[src/core/flash_seq_defines.vh]
// Constants for the serial flash command sequencer: opcodes, address fields,
// page geometry, phase lengths and timing.
// Assumes inclusion by bare name from the core/ directory.
`ifndef FLASH_SEQ_DEFINES_VH
`define FLASH_SEQ_DEFINES_VH

// ----------------------------------------------------------------------------
// Opcodes
// ----------------------------------------------------------------------------
`define OP_LOW_POWER_READ   8'h01
`define OP_PAGE_READ        8'hd2
`define OP_BUF_READ_FAST    8'hd4
`define OP_BUF_READ_SLOW    8'hd1
`define OP_BUF_WRITE        8'h84
`define OP_PROG_ERASE       8'h83

// ----------------------------------------------------------------------------
// Address field positions in the 24-bit address
// ----------------------------------------------------------------------------
`define PG264_MSB           18
`define PG264_LSB           9
`define OFF264_MSB          8
`define PG256_MSB           17
`define PG256_LSB           8
`define OFF256_MSB          7

// ----------------------------------------------------------------------------
// Geometry and phase lengths
// ----------------------------------------------------------------------------
`define LAST_OFF_264        9'h107
`define LAST_OFF_256        9'h0ff
`define BUF_DEPTH           264
`define ADDR_LAST_BYTE      2'h2
`define DUMMY_PAGE_READ     3'h4
`define DUMMY_BUF_FAST      3'h1
`define DUMMY_NONE          3'h0
`define ERASED_BYTE         8'hff

// ----------------------------------------------------------------------------
// Timing and reset values
// ----------------------------------------------------------------------------
`define MCLK_MHZ            25
`define EP_TIME_US          4000
`define SO_RESET            1'b0
`define CFG_256_RESET       1'b0

`endif

[src/core/spi_pin_sync.v]
// Pin synchroniser for the flash sequencer: select, clock, serial input and
// page-size strap are brought into the mclk domain and clock edges found.
// Assumes the link clock is at least four mclk periods per half cycle.
`timescale 1ns/1ps

module spi_pin_sync (
  mclk,
  srst,
  cs_n,
  sck,
  si,
  cfg_256,
  cs_n_s,
  cs_rise,
  sck_rise,
  sck_fall,
  si_s,
  cfg_256_s
);
  input  wire mclk;
  input  wire srst;
  input  wire cs_n;
  input  wire sck;
  input  wire si;
  input  wire cfg_256;
  output wire cs_n_s;
  output wire cs_rise;
  output wire sck_rise;
  output wire sck_fall;
  output wire si_s;
  output wire cfg_256_s;

  reg [3:0] meta_reg;
  reg [3:0] sync_reg;
  reg       sck_d_reg;
  reg       cs_d_reg;

  // --------------------------------------------------------------------------
  // Two flops per pin; edges compare second stage against a third copy
  // --------------------------------------------------------------------------
  always @(posedge mclk) begin
    if (srst) begin
      meta_reg  <= 4'h5;
      sync_reg  <= 4'h5;
      sck_d_reg <= 1'b0;
      cs_d_reg  <= 1'b1;
    end else begin
      meta_reg  <= {cfg_256, si, sck, cs_n};
      sync_reg  <= meta_reg;
      sck_d_reg <= sync_reg[1];
      cs_d_reg  <= sync_reg[0];
    end
  end

  assign cs_n_s    = sync_reg[0];
  assign cs_rise   = sync_reg[0] & ~cs_d_reg;
  assign sck_rise  = sync_reg[1] & ~sck_d_reg & ~sync_reg[0];
  assign sck_fall  = ~sync_reg[1] & sck_d_reg & ~sync_reg[0];
  assign si_s      = sync_reg[2];
  assign cfg_256_s = sync_reg[3];

endmodule

[src/core/flash_cmd_seq.v]
// Command decoder and sequencer of a serial flash slave: low-power array read,
// page read, buffer read and write, and buffer-to-page program with erase.
// Assumes an external page array with a one-cycle synchronous read port and
// a write port that reports a failed byte one cycle after the write strobe.
//
// Overview of operation
// - Opcode 01h, three address bytes, no dummies, then data streams out.
// - 264-byte mode: upper ten address bits pick page, low nine the byte.
// - 256-byte mode: 18-bit address, top ten bits page, low eight byte.
// - Array read passes page end into next page with no extra clocks.
// - Array read wraps from last array bit to first page without delay.
// - Select rising ends any read and floats the serial output.
// - Array and page reads never change the buffer contents.
// - Opcode D2h, three address bytes, four dummy bytes, then data.
// - Page read wraps from page end to byte zero of same page.
// - The array holds 1024 pages, any of them readable.
// - Buffer read accepts opcodes D4h and D1h.
// - D4h needs one dummy byte after address; D1h none.
// - Buffer read wraps from last buffer byte to first.
// - Opcode 84h plus address writes serial data into buffer from offset.
// - Buffer write keeps storing with wrap until select rises.
// - Select rise after 83h erases page to ones then programs buffer.
// - Busy is reported while erase and program run.
// - A byte failing erase or program sets the error flag.
`timescale 1ns/1ps
`include "flash_seq_defines.vh"

module flash_cmd_seq #(
  parameter EP_CYCLES = `EP_TIME_US * `MCLK_MHZ
) (
  mclk,
  srst,
  cs_n,
  sck,
  si,
  so,
  so_oe,
  page_size_256,
  array_addr,
  array_rd_en,
  array_rd_data,
  array_wr_en,
  array_wr_data,
  array_wr_fail,
  busy,
  erase_program_error_flag
);
  input  wire        mclk;
  input  wire        srst;
  input  wire        cs_n;
  input  wire        sck;
  input  wire        si;
  output wire        so;
  output wire        so_oe;
  input  wire        page_size_256;
  output wire [18:0] array_addr;
  output wire        array_rd_en;
  input  wire [7:0]  array_rd_data;
  output wire        array_wr_en;
  output wire [7:0]  array_wr_data;
  input  wire        array_wr_fail;
  output wire        busy;
  output wire        erase_program_error_flag;

  // --------------------------------------------------------------------------
  // Command phase and operation kinds
  // --------------------------------------------------------------------------
  localparam [2:0] ST_OPCODE = 3'h0;
  localparam [2:0] ST_ADDR   = 3'h1;
  localparam [2:0] ST_DUMMY  = 3'h2;
  localparam [2:0] ST_DATA   = 3'h3;
  localparam [2:0] ST_IGNORE = 3'h4;

  localparam [2:0] K_ARRAY   = 3'h0;
  localparam [2:0] K_PAGE    = 3'h1;
  localparam [2:0] K_BUF_RD  = 3'h2;
  localparam [2:0] K_BUF_WR  = 3'h3;
  localparam [2:0] K_PROG    = 3'h4;

  localparam [1:0] PS_IDLE   = 2'h0;
  localparam [1:0] PS_ERASE  = 2'h1;
  localparam [1:0] PS_PROG   = 2'h2;
  localparam [1:0] PS_WAIT   = 2'h3;

  // --------------------------------------------------------------------------
  // Address field helpers
  // --------------------------------------------------------------------------
  function [9:0] f_page;
    input [23:0] a;
    input        m256;
    begin
      if (m256) begin
        f_page = a[`PG256_MSB:`PG256_LSB];
      end else begin
        f_page = a[`PG264_MSB:`PG264_LSB];
      end
    end
  endfunction

  function [8:0] f_off;
    input [23:0] a;
    input        m256;
    begin
      if (m256) begin
        f_off = {1'b0, a[`OFF256_MSB:0]};
      end else begin
        f_off = a[`OFF264_MSB:0];
      end
    end
  endfunction

  function [8:0] f_last;
    input m256;
    begin
      f_last = m256 ? `LAST_OFF_256 : `LAST_OFF_264;
    end
  endfunction

  // --------------------------------------------------------------------------
  // Pins into the mclk domain
  // --------------------------------------------------------------------------
  wire cs_n_s;
  wire cs_rise;
  wire sck_rise;
  wire sck_fall;
  wire si_s;
  wire cfg_256_s;

  spi_pin_sync u_sync (
    .mclk      (mclk),
    .srst      (srst),
    .cs_n      (cs_n),
    .sck       (sck),
    .si        (si),
    .cfg_256   (page_size_256),
    .cs_n_s    (cs_n_s),
    .cs_rise   (cs_rise),
    .sck_rise  (sck_rise),
    .sck_fall  (sck_fall),
    .si_s      (si_s),
    .cfg_256_s (cfg_256_s)
  );

  // --------------------------------------------------------------------------
  // State
  // --------------------------------------------------------------------------
  reg [7:0]  buf_mem [0:`BUF_DEPTH-1];
  reg [2:0]  st_reg;
  reg [2:0]  kind_reg;
  reg [2:0]  dummy_reg;
  reg [2:0]  bit_reg;
  reg [2:0]  cnt_reg;
  reg [6:0]  in_reg;
  reg [15:0] addr_sh_reg;
  reg [9:0]  page_reg;
  reg [8:0]  off_reg;
  reg [7:0]  out_reg;
  reg        so_reg;
  reg        so_oe_reg;
  reg        m256_reg;
  reg [1:0]  ld_reg;
  reg [7:0]  buf_q_reg;
  reg [18:0] arr_addr_reg;
  reg        arr_rd_reg;
  reg        arr_wr_reg;
  reg [7:0]  arr_wd_reg;
  reg [1:0]  ps_reg;
  reg [9:0]  prog_page_reg;
  reg [8:0]  walk_reg;
  reg        phase_reg;
  reg [31:0] ep_cnt_reg;
  reg        wr_chk_reg;
  reg        epe_reg;
  reg [7:0]  prog_q_reg;

  wire [7:0]  byte_in   = {in_reg, si_s};
  wire        byte_done = sck_rise && (bit_reg == 3'h7);
  wire [23:0] full_addr = {addr_sh_reg, byte_in};
  wire        is_read   = (kind_reg == K_ARRAY) || (kind_reg == K_PAGE) ||
                          (kind_reg == K_BUF_RD);
  wire        busy_w    = (ps_reg != PS_IDLE);

  // Address of the next byte to fetch: freshly decoded at the end of the
  // address phase, otherwise the running pointer.
  reg  [9:0]  fa_page;
  reg  [8:0]  fa_off;
  reg  [2:0]  next_st;
  reg         fetch;
  reg         last_byte;

  always @* begin
    fa_page   = page_reg;
    fa_off    = off_reg;
    next_st   = st_reg;
    fetch     = 1'b0;
    last_byte = 1'b0;
    if (st_reg == ST_ADDR && cnt_reg == {1'b0, `ADDR_LAST_BYTE}) begin
      fa_page = f_page(full_addr, m256_reg);
      fa_off  = f_off(full_addr, m256_reg);
    end
    last_byte = (fa_off == f_last(m256_reg));
    if (byte_done) begin
      case (st_reg)
        ST_ADDR: begin
          if (cnt_reg == {1'b0, `ADDR_LAST_BYTE}) begin
            next_st = (dummy_reg == `DUMMY_NONE) ? ST_DATA : ST_DUMMY;
            fetch   = (dummy_reg == `DUMMY_NONE) && is_read;
          end
        end
        ST_DUMMY: begin
          if (cnt_reg == dummy_reg - 3'h1) begin
            next_st = ST_DATA;
            fetch   = is_read;
          end
        end
        ST_DATA: begin
          fetch = is_read;
        end
        default: begin
          next_st = st_reg;
        end
      endcase
    end
  end

  // --------------------------------------------------------------------------
  // Serial command engine
  // --------------------------------------------------------------------------
  always @(posedge mclk) begin
    if (srst) begin
      st_reg      <= ST_OPCODE;
      kind_reg    <= K_ARRAY;
      dummy_reg   <= `DUMMY_NONE;
      bit_reg     <= 3'h0;
      cnt_reg     <= 3'h0;
      in_reg      <= 7'h00;
      addr_sh_reg <= 16'h0000;
      page_reg    <= 10'h000;
      off_reg     <= 9'h000;
      out_reg     <= 8'h00;
      so_reg      <= `SO_RESET;
      so_oe_reg   <= 1'b0;
      m256_reg    <= `CFG_256_RESET;
      ld_reg      <= 2'h0;
      buf_q_reg   <= 8'h00;
      arr_rd_reg  <= 1'b0;
    end else begin
      arr_rd_reg <= 1'b0;
      ld_reg     <= {1'b0, ld_reg[1]};
      if (cs_n_s) begin
        // Frame over: abandon the command and float the output
        st_reg    <= ST_OPCODE;
        bit_reg   <= 3'h0;
        cnt_reg   <= 3'h0;
        so_oe_reg <= 1'b0;
        ld_reg    <= 2'h0;
        // Page size is only taken between frames so a command never sees
        // its address layout change half way through
        m256_reg  <= cfg_256_s;
      end else begin
        if (sck_rise) begin
          in_reg  <= byte_in[6:0];
          bit_reg <= bit_reg + 3'h1;
        end
        if (byte_done) begin
          st_reg  <= next_st;
          cnt_reg <= (next_st != st_reg) ? 3'h0 : cnt_reg + 3'h1;
          case (st_reg)
            ST_OPCODE: begin
              st_reg  <= ST_ADDR;
              cnt_reg <= 3'h0;
              case (byte_in)
                `OP_LOW_POWER_READ: begin
                  kind_reg  <= K_ARRAY;
                  dummy_reg <= `DUMMY_NONE;
                end
                `OP_PAGE_READ: begin
                  kind_reg  <= K_PAGE;
                  dummy_reg <= `DUMMY_PAGE_READ;
                end
                `OP_BUF_READ_FAST: begin
                  kind_reg  <= K_BUF_RD;
                  dummy_reg <= `DUMMY_BUF_FAST;
                end
                `OP_BUF_READ_SLOW: begin
                  kind_reg  <= K_BUF_RD;
                  dummy_reg <= `DUMMY_NONE;
                end
                `OP_BUF_WRITE: begin
                  kind_reg  <= K_BUF_WR;
                  dummy_reg <= `DUMMY_NONE;
                end
                `OP_PROG_ERASE: begin
                  kind_reg  <= K_PROG;
                  dummy_reg <= `DUMMY_NONE;
                end
                default: begin
                  st_reg <= ST_IGNORE;
                end
              endcase
              // While programming nothing but waiting is accepted
              if (busy_w) begin
                st_reg <= ST_IGNORE;
              end
            end
            ST_ADDR: begin
              addr_sh_reg <= full_addr[15:0];
              if (cnt_reg == {1'b0, `ADDR_LAST_BYTE}) begin
                page_reg <= fa_page;
                off_reg  <= fa_off;
              end
            end
            ST_DATA: begin
              if (kind_reg == K_BUF_WR) begin
                off_reg <= last_byte ? 9'h000 : off_reg + 9'h001;
              end
            end
            default: begin
              st_reg <= next_st;
            end
          endcase
        end
        if (fetch) begin
          // Fetch the byte and step the pointer before its first bit falls
          if (kind_reg == K_BUF_RD) begin
            buf_q_reg <= buf_mem[fa_off];
            ld_reg    <= 2'h1;
          end else begin
            arr_rd_reg <= 1'b1;
            ld_reg     <= 2'h2;
          end
          page_reg <= fa_page;
          off_reg  <= last_byte ? 9'h000 : fa_off + 9'h001;
          if (last_byte && kind_reg == K_ARRAY) begin
            page_reg <= fa_page + 10'h001;
          end
        end
        if (ld_reg[0]) begin
          out_reg <= (kind_reg == K_BUF_RD) ? buf_q_reg : array_rd_data;
        end
        if (sck_fall && st_reg == ST_DATA && is_read) begin
          so_reg    <= out_reg[7];
          out_reg   <= {out_reg[6:0], 1'b0};
          so_oe_reg <= 1'b1;
        end
      end
    end
  end

  // --------------------------------------------------------------------------
  // Buffer write port (reads above never touch it)
  // --------------------------------------------------------------------------
  always @(posedge mclk) begin
    if (!cs_n_s && byte_done && st_reg == ST_DATA && kind_reg == K_BUF_WR) begin
      buf_mem[off_reg] <= byte_in;
    end
  end

  // --------------------------------------------------------------------------
  // Self-timed erase then program of one page
  // --------------------------------------------------------------------------
  wire start_prog = cs_rise && st_reg == ST_DATA && kind_reg == K_PROG &&
                    bit_reg == 3'h0 && !busy_w;
  wire walk_last  = (walk_reg == f_last(m256_reg));

  always @(posedge mclk) begin
    if (srst) begin
      ps_reg        <= PS_IDLE;
      prog_page_reg <= 10'h000;
      walk_reg      <= 9'h000;
      phase_reg     <= 1'b0;
      ep_cnt_reg    <= 32'h0000_0000;
      arr_wr_reg    <= 1'b0;
      arr_wd_reg    <= 8'h00;
      wr_chk_reg    <= 1'b0;
      epe_reg       <= 1'b0;
    end else begin
      arr_wr_reg <= 1'b0;
      wr_chk_reg <= arr_wr_reg;
      if (busy_w && ep_cnt_reg != 32'h0000_0000) begin
        ep_cnt_reg <= ep_cnt_reg - 32'h0000_0001;
      end
      if (wr_chk_reg && array_wr_fail) begin
        epe_reg <= 1'b1;
      end
      case (ps_reg)
        PS_IDLE: begin
          if (start_prog) begin
            ps_reg        <= PS_ERASE;
            prog_page_reg <= page_reg;
            walk_reg      <= 9'h000;
            phase_reg     <= 1'b0;
            ep_cnt_reg    <= EP_CYCLES;
            epe_reg       <= 1'b0;
          end
        end
        PS_ERASE: begin
          arr_wr_reg <= 1'b1;
          arr_wd_reg <= `ERASED_BYTE;
          walk_reg   <= walk_last ? 9'h000 : walk_reg + 9'h001;
          if (walk_last) begin
            ps_reg <= PS_PROG;
          end
        end
        PS_PROG: begin
          // Two cycles a byte: read the buffer, then write it to the page
          phase_reg <= ~phase_reg;
          if (!phase_reg) begin
            prog_q_reg <= buf_mem[walk_reg];
          end else begin
            arr_wr_reg <= 1'b1;
            arr_wd_reg <= prog_q_reg;
            walk_reg   <= walk_reg + 9'h001;
            if (walk_last) begin
              ps_reg <= PS_WAIT;
            end
          end
        end
        PS_WAIT: begin
          // Busy spans the full erase-program time even when the walk ends early
          if (ep_cnt_reg <= 32'h0000_0001 && !wr_chk_reg) begin
            ps_reg <= PS_IDLE;
          end
        end
        default: begin
          ps_reg <= PS_IDLE;
        end
      endcase
    end
  end

  always @(posedge mclk) begin
    if (srst) begin
      arr_addr_reg <= 19'h00000;
    end else if (ps_reg == PS_ERASE || (ps_reg == PS_PROG && phase_reg)) begin
      arr_addr_reg <= {prog_page_reg, walk_reg};
    end else if (fetch && kind_reg != K_BUF_RD) begin
      arr_addr_reg <= {fa_page, fa_off};
    end
  end

  assign so                       = so_reg;
  assign so_oe                    = so_oe_reg;
  assign array_addr               = arr_addr_reg;
  assign array_rd_en              = arr_rd_reg;
  assign array_wr_en              = arr_wr_reg;
  assign array_wr_data            = arr_wd_reg;
  assign busy                     = busy_w;
  assign erase_program_error_flag = epe_reg;

endmodule

[config.mk]
export PLATFORM = sky130hd
export DESIGN_NAME = flash_cmd_seq
export DESIGN_NICKNAME = d
export VERILOG_FILES = /design/src/core/spi_pin_sync.v /design/src/core/flash_cmd_seq.v
export VERILOG_INCLUDE_DIRS = /design/src /design/src/core
export SDC_FILE = /design/constraint.sdc
export NUM_CORES = 2
export LEC_CHECK = 0
export BUFFER_PORTS_ARGS = -buffer_cell sky130_fd_sc_hd__buf_4
export CAP_MARGIN = 30
export CORE_UTILIZATION = 24
export DETAILED_ROUTE_END_ITERATION = 8
export HOLD_SLACK_MARGIN = 0.12
export PLACE_DENSITY_LB_ADDON = 0.15
export SETUP_SLACK_MARGIN = 0.3
export SLEW_MARGIN = 20
export SYNTH_ARGS = -nofsm -noshare
export SYNTH_HDL_FRONTEND = slang
export SYNTH_HIERARCHICAL = 1
export SYNTH_SLANG_ARGS = --single-unit
[constraint.sdc]
create_clock -name mclk -period 8.75 [get_ports mclk]
set_input_delay 1.75 -clock mclk [delete_from_list [all_inputs] [get_ports mclk]]
set_output_delay 1.75 -clock mclk [all_outputs]
set_load 0.05 [all_outputs]
Yosys cells after proc, flatten, opt, wreduce, memory -nomap -nowiden
Memory sizes are Yosys's and may differ from the RTL's. A register that Yosys moved wholly into a read port is not among the register bits.
Cells that the tools add are included.
Word-level totals
  flip-flop bits (word level): 160
  bits in latches: 0
  memory bits (writable): 2112
  ROM bits: 0
  input port bits: 15
  output and inout bits: 33
  logic and storage cells: 209
  memories kept: 1
Cells by class
  add/subtract/negate cells: 8
  multiply operators: 0
  div/mod/pow operators: 0
  magnitude comparators: 1
  equal/unequal tests: 30
  shifts and indexed selects: 0
  mux-type cells: 65
  bitwise gates (word level): 12
  reductions and logical operators: 62
Memories
  buf_mem: words 264, bits a word 8, read ports 2, clocked after memory_dff 2, write ports 1, RTL line flash_cmd_seq.v:147  | reg [7:0] buf_mem [0:`BUF_DEPTH-1];
Operator list (count)
  two-way mux 9 bit: 12
  two-way mux 32 bit: 3
  two-way mux 10 bit: 7
  equality test 8 bit (second input constant): 5
  two-way mux 19 bit: 2
  <= comparator 32 x 1 -> 1 bit (second input constant): 1
  two-way mux 8 bit: 4
  nonzero test 32 bit: 1
  subtractor 32 x 1 -> 32 bit (second input constant): 1
  adder 9 x 1 -> 9 bit (second input constant): 3
  one-hot mux 9 bit (3 select lines): 1
  two-way mux 3 bit: 8
  equality test 9 bit: 2
  logical AND 1 bit: 18
  one-hot mux 9 bit (2 select lines): 1
  one-hot mux 8 bit (2 select lines): 1
  nonzero test 2 bit: 8
  equality test 3 x 2 -> 1 bit (second input constant): 5
  one-hot mux 3 bit (5 select lines): 1
  two-way mux 1 bit: 13
  zero test 3 bit: 4
  two-way mux 2 bit: 6
  AND reduction 2 bit: 6
  AND reduction 3 bit: 4
  31 further kinds: 61

Depth between registers and ports, before layout
  word-level depth: 10
  gate-level depth with buffers: 21
  depth with buffers taken out: 13

Modules after synthesis
The synthesis kept the hierarchy.
Modules (own cells, without submodules)
  flash_cmd_seq: instances 1, cells each 7420, area an instance 107813.4 um^2, sequential area each 66784.1 um^2
  spi_pin_sync: instances 1, cells each 23, area an instance 284.0 um^2, sequential area each 200.2 um^2

Least setup slack after synthesis
Ideal clock, no wire load.
  path type: register to register
  start point: register u_sync.sync_reg[2]
  end point: register page_reg[7]
  data arrival time: 7.042 ns
  slack: 1.623 ns
  cell stages (with the launch flop): 19
  path buffers: 8
  period minus slack after synthesis: 7.127 ns
  cell sequence: dfxtp_1 nand3_1 and2_1 buf_6 inv_4 buf_8 buf_6 buf_12 buf_6 buf_2 buf_2 buf_2 ha_1 and2_1 nand3_1 nor4_1 nand3b_1 xnor2_1 a211oi_1
On the way
  cells in the longest elaborated chain, start to end: 6
Ends and longest elaborated chain
  start: declaration: RTL line spi_pin_sync.v:34  | reg [3:0] sync_reg;
  start signal: assignment: RTL line spi_pin_sync.v:49  | sync_reg <= meta_reg;
  two-way mux 9 bit: RTL line flash_cmd_seq.v:104  | if (m256) begin
  two-way mux 9 bit: RTL line flash_cmd_seq.v:197  | if (st_reg == ST_ADDR && cnt_reg == {1'b0, `ADDR_LAST_BYTE}) begin
  equality test 9 bit: RTL line flash_cmd_seq.v:201  | last_byte = (fa_off == f_last(m256_reg));
  logical AND 1 bit: RTL line flash_cmd_seq.v:334  | if (last_byte && kind_reg == K_ARRAY) begin
  two-way mux 10 bit: RTL line flash_cmd_seq.v:334
  two-way mux 10 bit: RTL line flash_cmd_seq.v:323  | if (fetch) begin
  end signal: assignment: RTL line flash_cmd_seq.v:309  | page_reg <= fa_page;
  end signal: assignment: RTL line flash_cmd_seq.v:332  | page_reg <= fa_page;
  end signal: assignment: RTL line flash_cmd_seq.v:335  | page_reg <= fa_page + 10'h001;
  end: declaration: RTL line flash_cmd_seq.v:155  | reg [9:0] page_reg;
Every way passes these cells.
A chain may end at the register's enable or synchronous reset.

Final worst setup path
  start point: register st_reg[0]
  end point: register buf_q_reg[6], read port of buf_mem
On the way
  cells in the longest elaborated chain, start to end: 4
  elaborated cells on any way between the ends: 8
  those cells by class: 3 x eq/ne; 3 x mux; 2 x reduce/logical
Ends and longest elaborated chain
  start: declaration: RTL line flash_cmd_seq.v:148  | reg [2:0] st_reg;
  start signal: assignment: RTL line flash_cmd_seq.v:266  | st_reg <= next_st;
  start signal: assignment: RTL line flash_cmd_seq.v:319  | st_reg <= next_st;
  equality test 3 x 2 -> 1 bit / equality test 3 x 1 -> 1 bit (equally long branches): RTL line flash_cmd_seq.v:203, flash_cmd_seq.v:197
  one-hot mux 1 bit (3 select lines): RTL line flash_cmd_seq.v:203  | case (st_reg)
  two-way mux 1 bit: RTL line flash_cmd_seq.v:202  | if (byte_done) begin
  AND reduction 3 bit (no line)
  end: declaration: RTL line flash_cmd_seq.v:162  | reg [7:0] buf_q_reg;
Several ways; a longest one is shown, not always the timed one.

==> impl_metrics.yaml <==
outcome:
  status: "complete, no violations"
drt:
  remaining_drc_errors: 0
  drt_first_pass_iters: 8
  vias: 73183
  wl_per_cell_um: 33.6
  wl_um: 464000
  first_iter_violations: 9493
  vias_per_cell: 5.31
  ant_nets: 0
yosys:
  yosysMostFrequentCell: "edfxtp_1"
  synthArstFlopShare_pct: 0
  synthFlopType: "edfxtp_1"
  yosysWarnings: 6
  syn_area_per_cell_sq_um: 14.5
  ys_ff_latch: 2286
  synth-edff-count: 2120
  ys_seq_area_share_pct: 62.0
  synth_area_leaders: "edfxtp_1, mux4_2, nand2_1"
  syn_area_sq_um: 108000
  postSynthCellCount: 7443
  yosys.area.top_type: "edfxtp_1"
  syn-num-nets: 7479
  synth_common_cells: "edfxtp_1, nand2_1, mux4_2"
  synth_top_area_share_pct: 58.9
  synth_cell_type_count: 87
job:
  maxCapViolations: 0
critical_path:
  critPathLaunchType: "register"
  rr_startpoint: "st_reg[0]$_SDFFE_PP0P_"
  reg2reg_to: "buf_q_reg[6]$_SDFFE_PP0P_"
  critPathKind: "register to register"
  reg2reg_setup_slack_ns: 2.71
  crit_required_ns: 9.52
  worst_setup_path_end_kind: "register"
  critical_path_arrival_ns: 6.81
  crit_fanout: 115
  r2r_cells: 13
timing:
  skew_ns: 0.0525
  rsz0062_at_grt: "false"
  fmax_ghz: 0.166
  postLayoutSetupSlackWorst_ns: 2.71
  fin_crit_ns: 6.04
  finalSetupViolations: 0
  tightest_slew_ns: 1.29
  slew_viol_final: 0
  finalHoldViolCount: 0
  tns_ns: 0
  finalCritPeriodShare_pct: 69.0
  maxSlewHeadroom_pct: 14.3
place:
  place_area_sq_um: 117000
  dpl.hpwl_um: 300000
  gp_congestion: 0.859
  portBuffers: 47
  place_ws_ns: 2.77
global_routing:
  track_usage_pct: 19.9
  grt_pass1_vias: 72024
  grt_pass1_wl_um: 630000
  grt_max_degree: 175
  grt.overflow.total: 0
  antenna_found_initial: 39
clocking:
  post-cts-setup-buffers: 0
  post_cts_resized: 0
  clk_latency_ns: 0.93
  cts_root_buffer: "clkbuf_16"
  cts_hold_buf: 0
  h-tree-depth: 5
  tritoncts: "done"
  clk_pin_slew_ns: 0.06
  ctsLongestPathBuffers: 4
  cts_inserted_buffers: 277
  cts_sinks: 2286
finish:
  fill_cells: 45155
  drive_gt1_share_pct: 23.3
  largest_reg_flops: 2112
  area_growth_pct: 16.8
  final_area_sq_um: 126000
  layout.nets: 7664
floorplan:
  die_area_sq_um: 453000
  io_pins: 48
  rows: 246
  fp.dieW_um: 673
  core_area_sq_um: 449000
  initial_core_util_pct: 24.1
  die_h_um: 673
min_path:
  hp-class: "register to register"
  hold_start: "u_sync/meta_reg[0]$_SDFF_PP1_"
  hold_end: "u_sync/sync_reg[0]$_SDFF_PP1_"
  min_path_cells: 1
pwr:
  leakage_nw: 38.6
  p_per_area_nw_per_um2: 200
  ir_drop_uv: 127
[worst max path at each step]
stage | start | slack [ns] | depth (start not counted) | end
finish | st_reg[0]$_SDFFE_PP0P_ | 2.71 | 13 | buf_q_reg[6]$_SDFFE_PP0P_
global route | st_reg[0]$_SDFFE_PP0P_ | 2.65 | 13 | buf_q_reg[6]$_SDFFE_PP0P_
CTS | st_reg[0]$_SDFFE_PP0P_ | 2.77 | 13 | buf_q_reg[2]$_SDFFE_PP0P_
detailed placement | st_reg[0]$_SDFFE_PP0P_ | 2.77 | 13 | buf_q_reg[2]$_SDFFE_PP0P_
global placement | cnt_reg[0]$_SDFFE_PP0P_ | 2.39 | 14 | buf_q_reg[7]$_SDFFE_PP0P_
floorplan | u_sync/sync_reg[2]$_SDFF_PP1_ | 1.62 | 18 | page_reg[7]$_SDFFE_PP0P_
[layout by cell type, fill, tap and decap left out, drive strengths merged, types with 15 or more instances in the layout]
cell type and instances:
edfxtp 2120, nand2 1348, mux4 803, buf 487, nor2 471, nand3 376, clkbuf 335, mux2i 249
a21oi 202, dfxtp 166, a31oi 148, clkinv 119, nand4 91, a211oi 91, a32oi 86, and3 76
a22oi 54, o21ai 51, nor3 50, o22ai 49, inv 34, a311oi 33, xnor2 31, nor4 28
nor2b 26, xor2 24, o211ai 22, ha 21, bufinv 16, nand2b 15
[metrics by stage]
stage                     power [W]  util, %  hold slack (ns)  std cells
after floorplan              0.0136        -            0.383       7443
after global placement       0.0142     25.9            0.396      13175
after detailed placement     0.0142     26.2            0.392      13278
after CTS                    0.0256     28.1            0.408      13763
after global routing         0.0260     28.1            0.429      13788
final                        0.0253     28.1            0.404      13795
[critical path, cell delays in order (launching register included)]
cell	delay [ns]
dfxtp_1	0.47
nor2b_1	0.68
and3_1	0.55
nor2_4	0.11
inv_8	0.51
buf_12	0.58
buf_4	0.54
mux2i_1	0.26
o22ai_1	0.12
o21ai_0	0.45
nand3_1	0.15
or4_1	0.65
o211ai_1	0.41
a31oi_1	0.19
[cell families after synthesis]
group / Yosys count / synth area share [%]
compound gates: 861 / 5.47
flops: 2286 / 62.0
xor+xnor: 55 / 0.446
buf+inv: 608 / 2.58
mux: 1066 / 19.2
fa+ha+maj: 21 / 0.243
simple gates: 2546 / 10.1
[cell type report]
class	instances	area, sq um	share of cell area (%)
Timing Repair Buffer	490	4200	3.32
Clock inverter	152	1300	1.03
Inverter	24	114	0.0902
Tap cell	5952	7450	5.90
Antenna cell	9	22.5	0.0178
Multi-Input combinational cell	4549	38800	30.7
Sequential cell	2286	67000	53.1
Clock buffer	333	7350	5.82
[metal layers]
| metal | vias to the layer above | share of wire [%] | global-route usage, % |
|---|---|---|---|
| met1 | 39040 | 43 | 27.3 |
| met5 | - | 0.0095 | 0 |
| met3 | 749 | 7.7 | 3.65 |
| met4 | 6 | 4.3 | 7.48 |
| li1 | 29821 | - | - |
| met2 | 3567 | 45 | 31.3 |
[report_power, final]
group	leakage [nW]	internal (W)	total [W]	switching, W
logic	13.5	0.000951	0.00201	0.00106
clock network	4.24	0.00647	0.0113	0.00488
registers	20.9	0.0119	0.0120	0.000102
total	38.6	0.0193	0.0253	0.00604
(Power assumes the default switching activity.)
